===== config.mk =====
export PLATFORM = sky130hd
export DESIGN_NAME = resm_top
export DESIGN_NICKNAME = d
export VERILOG_FILES = /design/src/verilog/resm_regulator_monitor.v /design/src/verilog/resm_top.v
export VERILOG_INCLUDE_DIRS = /design/src /design/src/verilog
export SDC_FILE = /design/constraint.sdc
export NUM_CORES = 1
export LEC_CHECK = 0
export BUFFER_PORTS_ARGS = -buffer_cell sky130_fd_sc_hd__buf_2
export CAP_MARGIN = 0
export CORE_MARGIN = 5
export CORE_UTILIZATION = 54
export DETAILED_ROUTE_END_ITERATION = 8
export GPL_TIMING_DRIVEN = 0
export PLACE_DENSITY_LB_ADDON = 0.2
export RECOVER_POWER = 50
export SLEW_MARGIN = 20
export SYNTH_ARGS = -nofsm -noshare
export SYNTH_HDL_FRONTEND = slang
export SYNTH_SLANG_ARGS = --single-unit

===== constraint.sdc =====
create_clock -name clk_in -period 1.9 [get_ports clk_in]
set_input_delay 0.57 -clock clk_in [delete_from_list [all_inputs] [get_ports clk_in]]
set_output_delay 0.57 -clock clk_in [all_outputs]
set_load 0.01 [all_outputs]

===== src/verilog/resm_defs.vh =====
// register map, field positions and timing constants of the event/status/mask block
`ifndef RESM_DEFS_VH
`define RESM_DEFS_VH

// ----------------------------------------------------------------------------
// register offsets
// ----------------------------------------------------------------------------
`define RESM_ADDR_PAIR_A_FLAGS   8'h1c
`define RESM_ADDR_PAIR_B_FLAGS   8'h1d
`define RESM_ADDR_GLOBAL_STATUS  8'h1e
`define RESM_ADDR_PAIR_A_STATUS  8'h1f
`define RESM_ADDR_PAIR_B_STATUS  8'h20
`define RESM_ADDR_GLOBAL_MASK1   8'h21
`define RESM_ADDR_GLOBAL_MASK2   8'h22
`define RESM_ADDR_PAIR_A_MASK    8'h23
`define RESM_ADDR_PAIR_B_MASK    8'h24

// ----------------------------------------------------------------------------
// field positions inside a pair register (upper regulator; lower one at -4) and the global status register
// ----------------------------------------------------------------------------
`define RESM_BIT_PGOOD           6
`define RESM_BIT_SHORT           5
`define RESM_BIT_CURLIMIT        4
`define RESM_BIT_ENABLED         7
`define RESM_UPPER_OFS           4
`define RESM_BIT_EXT_CLK_BAD     4
`define RESM_BIT_OVERTEMP_SD     3
`define RESM_BIT_OVERTEMP_WARN   2
`define RESM_BIT_INPUT_OVP       1

// ----------------------------------------------------------------------------
// writable bits and reset values
// ----------------------------------------------------------------------------
`define RESM_FLAGS_W1C_BITS      8'h77
`define RESM_PAIR_MASK_WR_BITS   8'hdd
`define RESM_GLOBAL_MASK_WR_BITS 8'hff
`define RESM_FLAGS_RESET         8'h00
`define RESM_MASK1_RESET         8'h80
`define RESM_MASK2_RESET         8'h00
`define RESM_PAIR_MASK_RESET     8'h00
`define RESM_ZERO_BYTE           8'h00

// ----------------------------------------------------------------------------
// timing
// ----------------------------------------------------------------------------
// 1 ms of the 40 MHz clock, kept at timer width
`define RESM_SHORT_WAIT_CYCLES   16'h9c40
`define RESM_TIMER_W             16

`endif


===== src/verilog/resm_regulator_monitor.v =====
// per-regulator event detection: power-good rise, short circuit, current-limit rise
`timescale 1ns/100ps
`include "resm_defs.vh"

module resm_regulator_monitor #(
  parameter [`RESM_TIMER_W-1:0] SHORT_WAIT_CYCLES = `RESM_SHORT_WAIT_CYCLES
) (
  input  wire clk_in,
  input  wire reset_in,
  input  wire ce_in,
  input  wire enabled_in,
  input  wire pgood_in,
  input  wire curlimit_in,
  input  wire above_short_level_in,
  output reg  pgood_event_out,
  output reg  short_event_out,
  output reg  curlimit_event_out
);

  // --------------------------------------------------------------------------
  // short-circuit sequencer
  // --------------------------------------------------------------------------
  localparam [1:0] ST_OFF      = 2'b00;
  localparam [1:0] ST_STARTING = 2'b01;
  localparam [1:0] ST_RUNNING  = 2'b10;
  localparam [1:0] ST_FAULTED  = 2'b11;

  reg [1:0]               state;
  reg [1:0]               next_state;
  reg [`RESM_TIMER_W-1:0] timer;
  reg [`RESM_TIMER_W-1:0] next_timer;
  reg                     next_short;
  reg                     pgood_prev;
  reg                     curlimit_prev;

  always @* begin
    next_state = state;
    next_timer = timer;
    next_short = 1'b0;
    if (!enabled_in) begin
      next_state = ST_OFF;
      next_timer = {`RESM_TIMER_W{1'b0}};
    end else begin
      case (state)
        ST_OFF: begin
          next_state = ST_STARTING;
          next_timer = {`RESM_TIMER_W{1'b0}};
        end
        ST_STARTING: begin
          if (above_short_level_in) begin
            next_state = ST_RUNNING;
          end else if (timer >= SHORT_WAIT_CYCLES - 1'b1) begin
            next_short = 1'b1;
            next_state = ST_FAULTED;
          end else begin
            next_timer = timer + 1'b1;
          end
        end
        ST_RUNNING: begin
          if (!above_short_level_in) begin
            next_short = 1'b1;
            next_state = ST_FAULTED;
          end
        end
        // one event per enable; the state stays ST_FAULTED until the enable drops
        ST_FAULTED: next_state = ST_FAULTED;
        default:    next_state = ST_OFF;
      endcase
    end
  end

  // --------------------------------------------------------------------------
  // state and edge detection
  // --------------------------------------------------------------------------
  always @(posedge clk_in) begin
    if (reset_in) begin
      state              <= ST_OFF;
      timer              <= {`RESM_TIMER_W{1'b0}};
      pgood_prev         <= 1'b0;
      curlimit_prev      <= 1'b0;
      pgood_event_out    <= 1'b0;
      short_event_out    <= 1'b0;
      curlimit_event_out <= 1'b0;
    end else if (ce_in) begin
      state              <= next_state;
      timer              <= next_timer;
      pgood_prev         <= pgood_in;
      curlimit_prev      <= curlimit_in;
      pgood_event_out    <= pgood_in & ~pgood_prev;
      short_event_out    <= next_short;
      curlimit_event_out <= curlimit_in & ~curlimit_prev;
    end
  end

endmodule


===== src/verilog/resm_top.v =====
// event flags, live status, masks and interrupt output of the four-regulator controller
//
// Operation
// - power-good reach latches flag, bit 6/2
// - short or slow start latches short flag
// - current-limit onset latches flag, bit 4/0
// - flags reset zero, cleared by writing one
// - global bit 4 shows external clock invalid
// - global bit 3 shows thermal shutdown
// - global bit 2 shows thermal warning
// - global bit 1 shows input overvoltage
// - pair bit 7/3 shows regulator enabled
// - pair bit 6/2 shows raw power-good
// - pair bit 4/0 shows raw current limit
// - mask zero allows interrupt, one suppresses; only pair masks gate the interrupt, global masks only drive their outputs
// - masks never alter live status bits
// - global mask one bit 4: clock event
// - global mask one bit 2: thermal warning
// - global mask one bit 0: load-current ready
// - global mask two bit 0: register reset
// - pair mask bit 6/2: power-good event
// - pair mask bit 4/0: current-limit event
// - pair summary set while pair flags nonzero
`timescale 1ns/100ps
`include "resm_defs.vh"

module resm_top #(
  parameter [`RESM_TIMER_W-1:0] SHORT_WAIT_CYCLES = `RESM_SHORT_WAIT_CYCLES
) (
  input  wire       clk_in,
  input  wire       reset_in,
  input  wire       ce_in,
  input  wire [7:0] reg_addr_in,
  input  wire [7:0] reg_wdata_in,
  input  wire       reg_wr_in,
  input  wire       reg_rd_in,
  input  wire [3:0] reg_enabled_in,
  input  wire [3:0] reg_pgood_in,
  input  wire [3:0] reg_curlimit_in,
  input  wire [3:0] reg_above_short_level_in,
  input  wire       ext_clock_invalid_in,
  input  wire       overtemp_shutdown_in,
  input  wire       overtemp_warning_in,
  input  wire       input_overvoltage_in,
  output reg  [7:0] reg_rdata_out,
  output reg  [7:0] global_event_mask_one_out,
  output reg  [7:0] global_event_mask_two_out,
  output reg        pair_a_summary_flag_out,
  output reg        pair_b_summary_flag_out,
  output reg        irq_out_n
);

  // --------------------------------------------------------------------------
  // helpers
  // --------------------------------------------------------------------------
  // set wins over clear so an event in the clearing cycle is kept
  function [7:0] resm_w1c;
    input [7:0] flags;
    input [7:0] set_bits;
    input       clear_hit;
    input [7:0] clear_bits;
    begin
      if (clear_hit) begin
        resm_w1c = (flags & ~(clear_bits & `RESM_FLAGS_W1C_BITS)) | set_bits;
      end else begin
        resm_w1c = flags | set_bits;
      end
    end
  endfunction

  function [3:0] resm_status_nibble;
    input enabled;
    input pgood;
    input curlimit;
    begin
      resm_status_nibble = {enabled, pgood, 1'b0, curlimit};
    end
  endfunction

  function [7:0] resm_masked_write;
    input [7:0] old_value;
    input [7:0] new_value;
    input [7:0] wr_bits;
    begin
      resm_masked_write = (old_value & ~wr_bits) | (new_value & wr_bits);
    end
  endfunction

  // --------------------------------------------------------------------------
  // per-regulator monitors
  // --------------------------------------------------------------------------
  wire [3:0] pgood_event;
  wire [3:0] short_event;
  wire [3:0] curlimit_event;

  genvar g;
  generate
    for (g = 0; g < 4; g = g + 1) begin : gen_monitor
      resm_regulator_monitor #(
        .SHORT_WAIT_CYCLES (SHORT_WAIT_CYCLES)
      ) u_monitor (
        .clk_in               (clk_in),
        .reset_in             (reset_in),
        .ce_in                (ce_in),
        .enabled_in           (reg_enabled_in[g]),
        .pgood_in             (reg_pgood_in[g]),
        .curlimit_in          (reg_curlimit_in[g]),
        .above_short_level_in (reg_above_short_level_in[g]),
        .pgood_event_out      (pgood_event[g]),
        .short_event_out      (short_event[g]),
        .curlimit_event_out   (curlimit_event[g])
      );
    end
  endgenerate

  // --------------------------------------------------------------------------
  // event flag registers
  // --------------------------------------------------------------------------
  reg  [7:0] pair_a_event_flags;
  reg  [7:0] pair_b_event_flags;
  reg  [7:0] pair_a_event_mask;
  reg  [7:0] pair_b_event_mask;
  wire [7:0] set_a;
  wire [7:0] set_b;
  wire [7:0] next_flags_a;
  wire [7:0] next_flags_b;

  // lower regulator in the low nibble, upper one shifted up
  assign set_a = {1'b0, pgood_event[1], short_event[1], curlimit_event[1],
                  1'b0, pgood_event[0], short_event[0], curlimit_event[0]};
  assign set_b = {1'b0, pgood_event[3], short_event[3], curlimit_event[3],
                  1'b0, pgood_event[2], short_event[2], curlimit_event[2]};

  assign next_flags_a = resm_w1c(pair_a_event_flags, set_a,
                                 reg_wr_in && reg_addr_in == `RESM_ADDR_PAIR_A_FLAGS,
                                 reg_wdata_in);
  assign next_flags_b = resm_w1c(pair_b_event_flags, set_b,
                                 reg_wr_in && reg_addr_in == `RESM_ADDR_PAIR_B_FLAGS,
                                 reg_wdata_in);

  // --------------------------------------------------------------------------
  // interrupt gating
  // --------------------------------------------------------------------------
  // short flags have no mask bit; mask bits 5 and 1 always read zero
  wire pending;
  assign pending = |(pair_a_event_flags & ~pair_a_event_mask) |
                   |(pair_b_event_flags & ~pair_b_event_mask);

  // --------------------------------------------------------------------------
  // live status views
  // --------------------------------------------------------------------------
  // raw inputs only; masks are never folded in
  wire [7:0] global_live_status;
  wire [7:0] pair_a_live_status;
  wire [7:0] pair_b_live_status;

  assign global_live_status = {3'b000,
                               ext_clock_invalid_in,
                               overtemp_shutdown_in,
                               overtemp_warning_in,
                               input_overvoltage_in,
                               1'b0};
  assign pair_a_live_status = {resm_status_nibble(reg_enabled_in[1], reg_pgood_in[1], reg_curlimit_in[1]),
                               resm_status_nibble(reg_enabled_in[0], reg_pgood_in[0],
                                                  reg_curlimit_in[0])};
  assign pair_b_live_status = {resm_status_nibble(reg_enabled_in[3], reg_pgood_in[3], reg_curlimit_in[3]),
                               resm_status_nibble(reg_enabled_in[2], reg_pgood_in[2],
                                                  reg_curlimit_in[2])};

  // --------------------------------------------------------------------------
  // read decode
  // --------------------------------------------------------------------------
  reg [7:0] read_value;

  always @* begin
    case (reg_addr_in)
      `RESM_ADDR_PAIR_A_FLAGS:  read_value = pair_a_event_flags;
      `RESM_ADDR_PAIR_B_FLAGS:  read_value = pair_b_event_flags;
      `RESM_ADDR_GLOBAL_STATUS: read_value = global_live_status;
      `RESM_ADDR_PAIR_A_STATUS: read_value = pair_a_live_status;
      `RESM_ADDR_PAIR_B_STATUS: read_value = pair_b_live_status;
      `RESM_ADDR_GLOBAL_MASK1:  read_value = global_event_mask_one_out;
      `RESM_ADDR_GLOBAL_MASK2:  read_value = global_event_mask_two_out;
      `RESM_ADDR_PAIR_A_MASK:   read_value = pair_a_event_mask;
      `RESM_ADDR_PAIR_B_MASK:   read_value = pair_b_event_mask;
      default:                  read_value = `RESM_ZERO_BYTE;
    endcase
  end

  // --------------------------------------------------------------------------
  // register state
  // --------------------------------------------------------------------------
  always @(posedge clk_in) begin
    if (reset_in) begin
      pair_a_event_flags        <= `RESM_FLAGS_RESET;
      pair_b_event_flags        <= `RESM_FLAGS_RESET;
      pair_a_event_mask         <= `RESM_PAIR_MASK_RESET;
      pair_b_event_mask         <= `RESM_PAIR_MASK_RESET;
      global_event_mask_one_out <= `RESM_MASK1_RESET;
      global_event_mask_two_out <= `RESM_MASK2_RESET;
      reg_rdata_out             <= `RESM_ZERO_BYTE;
      pair_a_summary_flag_out   <= 1'b0;
      pair_b_summary_flag_out   <= 1'b0;
      irq_out_n                 <= 1'b1;
    end else if (ce_in) begin
      pair_a_event_flags <= next_flags_a;
      pair_b_event_flags <= next_flags_b;
      if (reg_wr_in) begin
        case (reg_addr_in)
          `RESM_ADDR_GLOBAL_MASK1: global_event_mask_one_out <= resm_masked_write(
            global_event_mask_one_out, reg_wdata_in, `RESM_GLOBAL_MASK_WR_BITS);
          `RESM_ADDR_GLOBAL_MASK2: global_event_mask_two_out <= resm_masked_write(
            global_event_mask_two_out, reg_wdata_in, `RESM_GLOBAL_MASK_WR_BITS);
          `RESM_ADDR_PAIR_A_MASK: pair_a_event_mask <= resm_masked_write(
            pair_a_event_mask, reg_wdata_in, `RESM_PAIR_MASK_WR_BITS);
          `RESM_ADDR_PAIR_B_MASK: pair_b_event_mask <= resm_masked_write(
            pair_b_event_mask, reg_wdata_in, `RESM_PAIR_MASK_WR_BITS);
          default: begin
          end
        endcase
      end
      if (reg_rd_in) begin
        reg_rdata_out <= read_value;
      end
      // outputs follow the flag registers one cycle later
      pair_a_summary_flag_out <= |pair_a_event_flags;
      pair_b_summary_flag_out <= |pair_b_event_flags;
      irq_out_n               <= ~pending;
    end
  end

endmodule

==> impl_summary.log <==
INFO  metric status = finished, violations left
INFO  metric violations_in_the_final_reports = setup timing
INFO  metric first_pass_grt_wire_length = 35900 um
INFO  metric r2r-start = gen_monitor[3].u_monitor.timer[8]$_SDFFE_PP0P_
INFO  metric mappedNetlistNets = 963
INFO  metric drt_pre_antenna_iters = 5
INFO  metric htree_num_levels = 4
INFO  metric path_max_fanout = 4
INFO  metric finalCritPeriodShare = 101%
INFO  metric worstMarginPinSlew = 0.805 ns
INFO  metric avgSynthCellArea = 8.59 sq um
INFO  metric p_total = 7360 uW
INFO  metric detail-route-antenna-nets = 0
INFO  metric rows = 43
INFO  metric floorplan.die.width = 130 um
INFO  metric hold-path-cell-count = 3
INFO  metric count_of_different_cell_masters_after_synthesis = 84
INFO  metric p_per_area = 758 nW/um^2
INFO  metric fin_crit = 1.92 ns
INFO  metric cts_num_sinks = 143
INFO  metric dpl_cell_area = 8320 sq um
INFO  metric min-delay-start = reg_curlimit_in[0]
INFO  metric worstSetupStartpoint = gen_monitor[3].u_monitor.timer[8]$_SDFFE_PP0P_
INFO  metric insertion_delay = 0.42 ns
INFO  metric cts_tree = done
INFO  metric grt_remaining_overflow = 0
INFO  metric dp_slack = -0.567 ns
INFO  metric crit_path_end_kind = flop
INFO  metric startpoint_type_of_the_worst_setup_path = flop
INFO  metric ys_seq_area_share = 36.9%
INFO  metric timing.final.hold_violations = 0
INFO  metric finalClockSkew = 0.00780 ns
INFO  metric class_of_the_worst_hold_path = primary input to flop
INFO  metric final_net_count = 1076
INFO  metric cp_data_required_time = 2.25 ns
INFO  metric timing.setup.critical_path_class = flop to flop
INFO  metric setup_viol_count_final = 2
INFO  metric ctsRootBufferMaster = sky130_fd_sc_hd__clkbuf_16
INFO  metric grt_antenna_before_repair = 1
INFO  metric max_clock_freq = 521 MHz
INFO  metric vias_in_the_first_global_route = 7187
INFO  metric worst_supply_voltage_drop_on_vdd = 1.06 mV
INFO  metric crit_path_top_delay_cell = sky130_fd_sc_hd__or4_4
INFO  metric synth_flop_cell = sky130_fd_sc_hd__dfxtp_1
INFO  metric share_of_post_route_cells_with_drive_strength_above_1 = 24.4%
INFO  metric crit_path_cell_trace = or4_4 -> a21oi_1 -> o211ai_4 -> a2111oi_4 -> mux2i_1
INFO  metric critical-path-top-delay-family = compound AO/OA/AOI/OAI gates
INFO  metric postLayoutSetupSlackWorst = -0.0196 ns
INFO  metric worstRegToRegCells = 5
INFO  metric detailed_place_hpwl = 15200 um
INFO  metric totalWireLength = 22900 um
INFO  metric rsz_0062_raised_after_global_routing = true
INFO  metric portBuffers = 62
INFO  metric worst-path-buf-inv = 0
INFO  metric detail_route.drc_violations = 0
INFO  metric critical_path_arrival = 2.27 ns
INFO  metric grt_max_degree = 17
INFO  metric finalMaxSlewViolations = 0
INFO  metric longest_clk_path_bufs = 2
INFO  metric wire_per_inst = 19.0 um
INFO  metric p_leak = 0.00359 uW
INFO  metric final_cell_count_no_fill = 1209
INFO  metric postSynth.asyncResetShare = 0%
INFO  metric cts-hold-fix-buffers = 0
INFO  metric cp_num_cells = 5
INFO  metric place_congestion = 0.924
INFO  metric post_synth_edffs = 0
INFO  metric clk_pin_slew_worst_paths = 0.06 ns
INFO  metric layout_area_overhead = 25.2%
INFO  metric yosysWarnings = 0
INFO  metric cts_buffer_count = 17
INFO  metric timing.critical_path.slowest_cell_delay = 0.55 ns
INFO  metric max_cap_violations = 0
INFO  metric fp.dieArea = 16800 sq um
INFO  metric dpl.cell_count = 1144
INFO  metric mappedNetlistArea = 7750 sq um
INFO  metric starting_density_of_the_core = 55.4%
INFO  metric vias_per_cell = 6.30
INFO  metric vias = 7617
INFO  metric finalInstanceArea = 9700 sq um
INFO  metric synth-seq-cells = 143
INFO  metric fp.coreArea = 14000 sq um
INFO  metric count_of_routing_violations_after_the_opening_detailed_route_iteration = 555
INFO  metric boundaryPins = 68
INFO  metric synth_cells = 902
INFO  metric timing.slew.headroom = 45.8%
INFO  metric grt_usage = 26.4%
INFO  metric fill_cell_total_of_the_finished_layout = 1114
INFO  metric chipHeight = 130 um
## stage by stage
| stage | utilization (%) | hold WS, ns | TNS (ns) |
|---|---|---|---|
| after detailed placement | 59.5 | 0.443 | -55.59 |
| after global routing | 69.4 | 0.441 | -2.06 |
| after floorplan | - | 0.432 | -0.0223 |
| after global placement | 59.5 | 0.435 | -51.27 |
| after CTS | 66.3 | 0.429 | -0.0774 |
| final | 69.4 | 0.440 | -0.0354 |
## kinds of logic after synthesis
kind of cell / Yosys count / share of synthesized area (%)
and+or+nand+nor: 345 / 23.1
adders and majority gates: 20 / 3.23
AOI/OAI and AO/OA: 246 / 22.1
xor gates and xnor gates: 1 / 0.113
buffers and inverters: 81 / 4.62
DFF: 143 / 36.9
muxes: 66 / 9.83
## worst register-to-register path: cells and delay by family, from the launching register on
kind | cells | cell delay (ns)
AO/OA/AOI/OAI | 3 | 0.74
flip-flops | 1 | 0.33
multiplexers | 1 | 0.23
AND/OR/NAND/NOR | 1 | 0.55
## worst paths after layout
path | endpoint | slack (ns)
setup / recovery | gen_monitor[3].u_monitor.timer[10]$_SDFFE_PP0P_ | -0.02
hold / removal | gen_monitor[0].u_monitor.curlimit_prev$_SDFFE_PP0P_ | 0.44
setup reg to reg | gen_monitor[3].u_monitor.timer[10]$_SDFFE_PP0P_ | -0.02
hold reg to reg | gen_monitor[0].u_monitor.pgood_event_out$_SDFFE_PP0P_ | 0.46
## cell usage after synthesis (all sizes together) (14+ instances only)
cell type | instances | share of area (%)
clkbuf | 19 | 0.95
ha | 20 | 3.2
a31oi | 28 | 2.3
a21oi | 63 | 4.2
mux2i | 57 | 7.4
nand3 | 36 | 2.3
inv | 33 | 1.6
nand4 | 15 | 1.6
dfxtp | 143 | 37
nand2 | 101 | 5.0
nor2 | 88 | 4.3
o211ai | 14 | 1.4
nand2b | 14 | 1.1
buf | 29 | 2.1
o21ai | 35 | 2.3
## repair_timing
| item | 4_1_cts | 5_1_grt |
|---|---|---|
| buffers inserted | 13 | 21 |
| pin swaps | 10 | 31 |
| endpoints found under the setup margin | 90 | 124 |
| gates resized for setup | 69 | 92 |
| cloned | 0 | 1 |
## final cells by class
type	count	area (sq um)	area share [%]
multi-input cells	678	5010	51.7
flip-flops and latches	143	2900	29.8
repair buffers	97	542	5.58
clock buffers	19	443	4.57
plain buffers	45	277	2.85
well taps	180	225	2.32
clock inverters	13	176	1.82
inverters	33	126	1.30
diodes	1	2.50	0.0258
## sequential cells by signal, summed over array words and instances (netlist names), 6 cells and up
| name | count |
|---|---|
| gen_monitor.u_monitor.state | 8 |
| gen_monitor.u_monitor.timer | 64 |
| global_event_mask_one_out | 8 |
| global_event_mask_two_out | 8 |
| pair_a_event_flags | 6 |
| pair_a_event_mask | 6 |
| pair_b_event_flags | 6 |
| pair_b_event_mask | 6 |
| reg_rdata_out | 8 |
## routing by layer
| metal | vias up | part of all wire, % | track usage [%] |
|---|---|---|---|
| li1 | 3601 | - | - |
| met1 | 3698 | 43 | 34.0 |
| met2 | 273 | 50 | 44.4 |
| met3 | 45 | 5.7 | 4.67 |
| met4 | 0 | 2.2 | 10.0 |
| met5 | - | 0 | 0 |
## power by group
group	internal, uW	switching (uW)	leakage [uW]	total [uW]
logic	307	478	0.00213	785
registers	3040	39.8	0.00117	3080
clock network	2130	1360	0.000298	3490
## layout by cell type, fill, tap and decap left out, types with 6 or more instances in the layout
| cell type | Yosys | final |
|---|---|---|
| sky130_fd_sc_hd__nand2b_1 | 14 | 12 |
| sky130_fd_sc_hd__buf_4 | 2 | 37 |
| sky130_fd_sc_hd__ha_4 | 0 | 7 |
| sky130_fd_sc_hd__a22o_1 | 6 | 6 |
| sky130_fd_sc_hd__nand4_1 | 12 | 12 |
| sky130_fd_sc_hd__clkbuf_1 | 17 | 36 |
| sky130_fd_sc_hd__o211ai_1 | 13 | 13 |
| sky130_fd_sc_hd__inv_1 | 33 | 31 |
| sky130_fd_sc_hd__ha_1 | 20 | 12 |
| sky130_fd_sc_hd__o21ai_0 | 34 | 27 |
| sky130_fd_sc_hd__a31oi_1 | 28 | 27 |
| sky130_fd_sc_hd__a211oi_1 | 7 | 7 |
| sky130_fd_sc_hd__a22oi_1 | 12 | 12 |
| sky130_fd_sc_hd__buf_6 | 3 | 8 |
| sky130_fd_sc_hd__and2_1 | 11 | 9 |
| sky130_fd_sc_hd__a21oi_1 | 62 | 56 |
| sky130_fd_sc_hd__buf_2 | 17 | 46 |
| sky130_fd_sc_hd__nand3_1 | 36 | 33 |
| sky130_fd_sc_hd__mux2i_1 | 57 | 56 |
| sky130_fd_sc_hd__nand2_1 | 100 | 98 |
| sky130_fd_sc_hd__nor3_1 | 10 | 7 |
| sky130_fd_sc_hd__nor4_1 | 6 | 6 |
| sky130_fd_sc_hd__nand3b_1 | 11 | 11 |
| sky130_fd_sc_hd__dfxtp_2 | 0 | 17 |
| sky130_fd_sc_hd__nor2_1 | 87 | 84 |
| sky130_fd_sc_hd__o31ai_1 | 12 | 7 |
| sky130_fd_sc_hd__dfxtp_1 | 143 | 123 |
| sky130_fd_sc_hd__mux4_2 | 8 | 8 |
| sky130_fd_sc_hd__and3_1 | 8 | 7 |
| sky130_fd_sc_hd__clkbuf_16 | 0 | 17 |
| sky130_fd_sc_hd__clkbuf_2 | 2 | 11 |
Power figures use the tool's default switching activity.
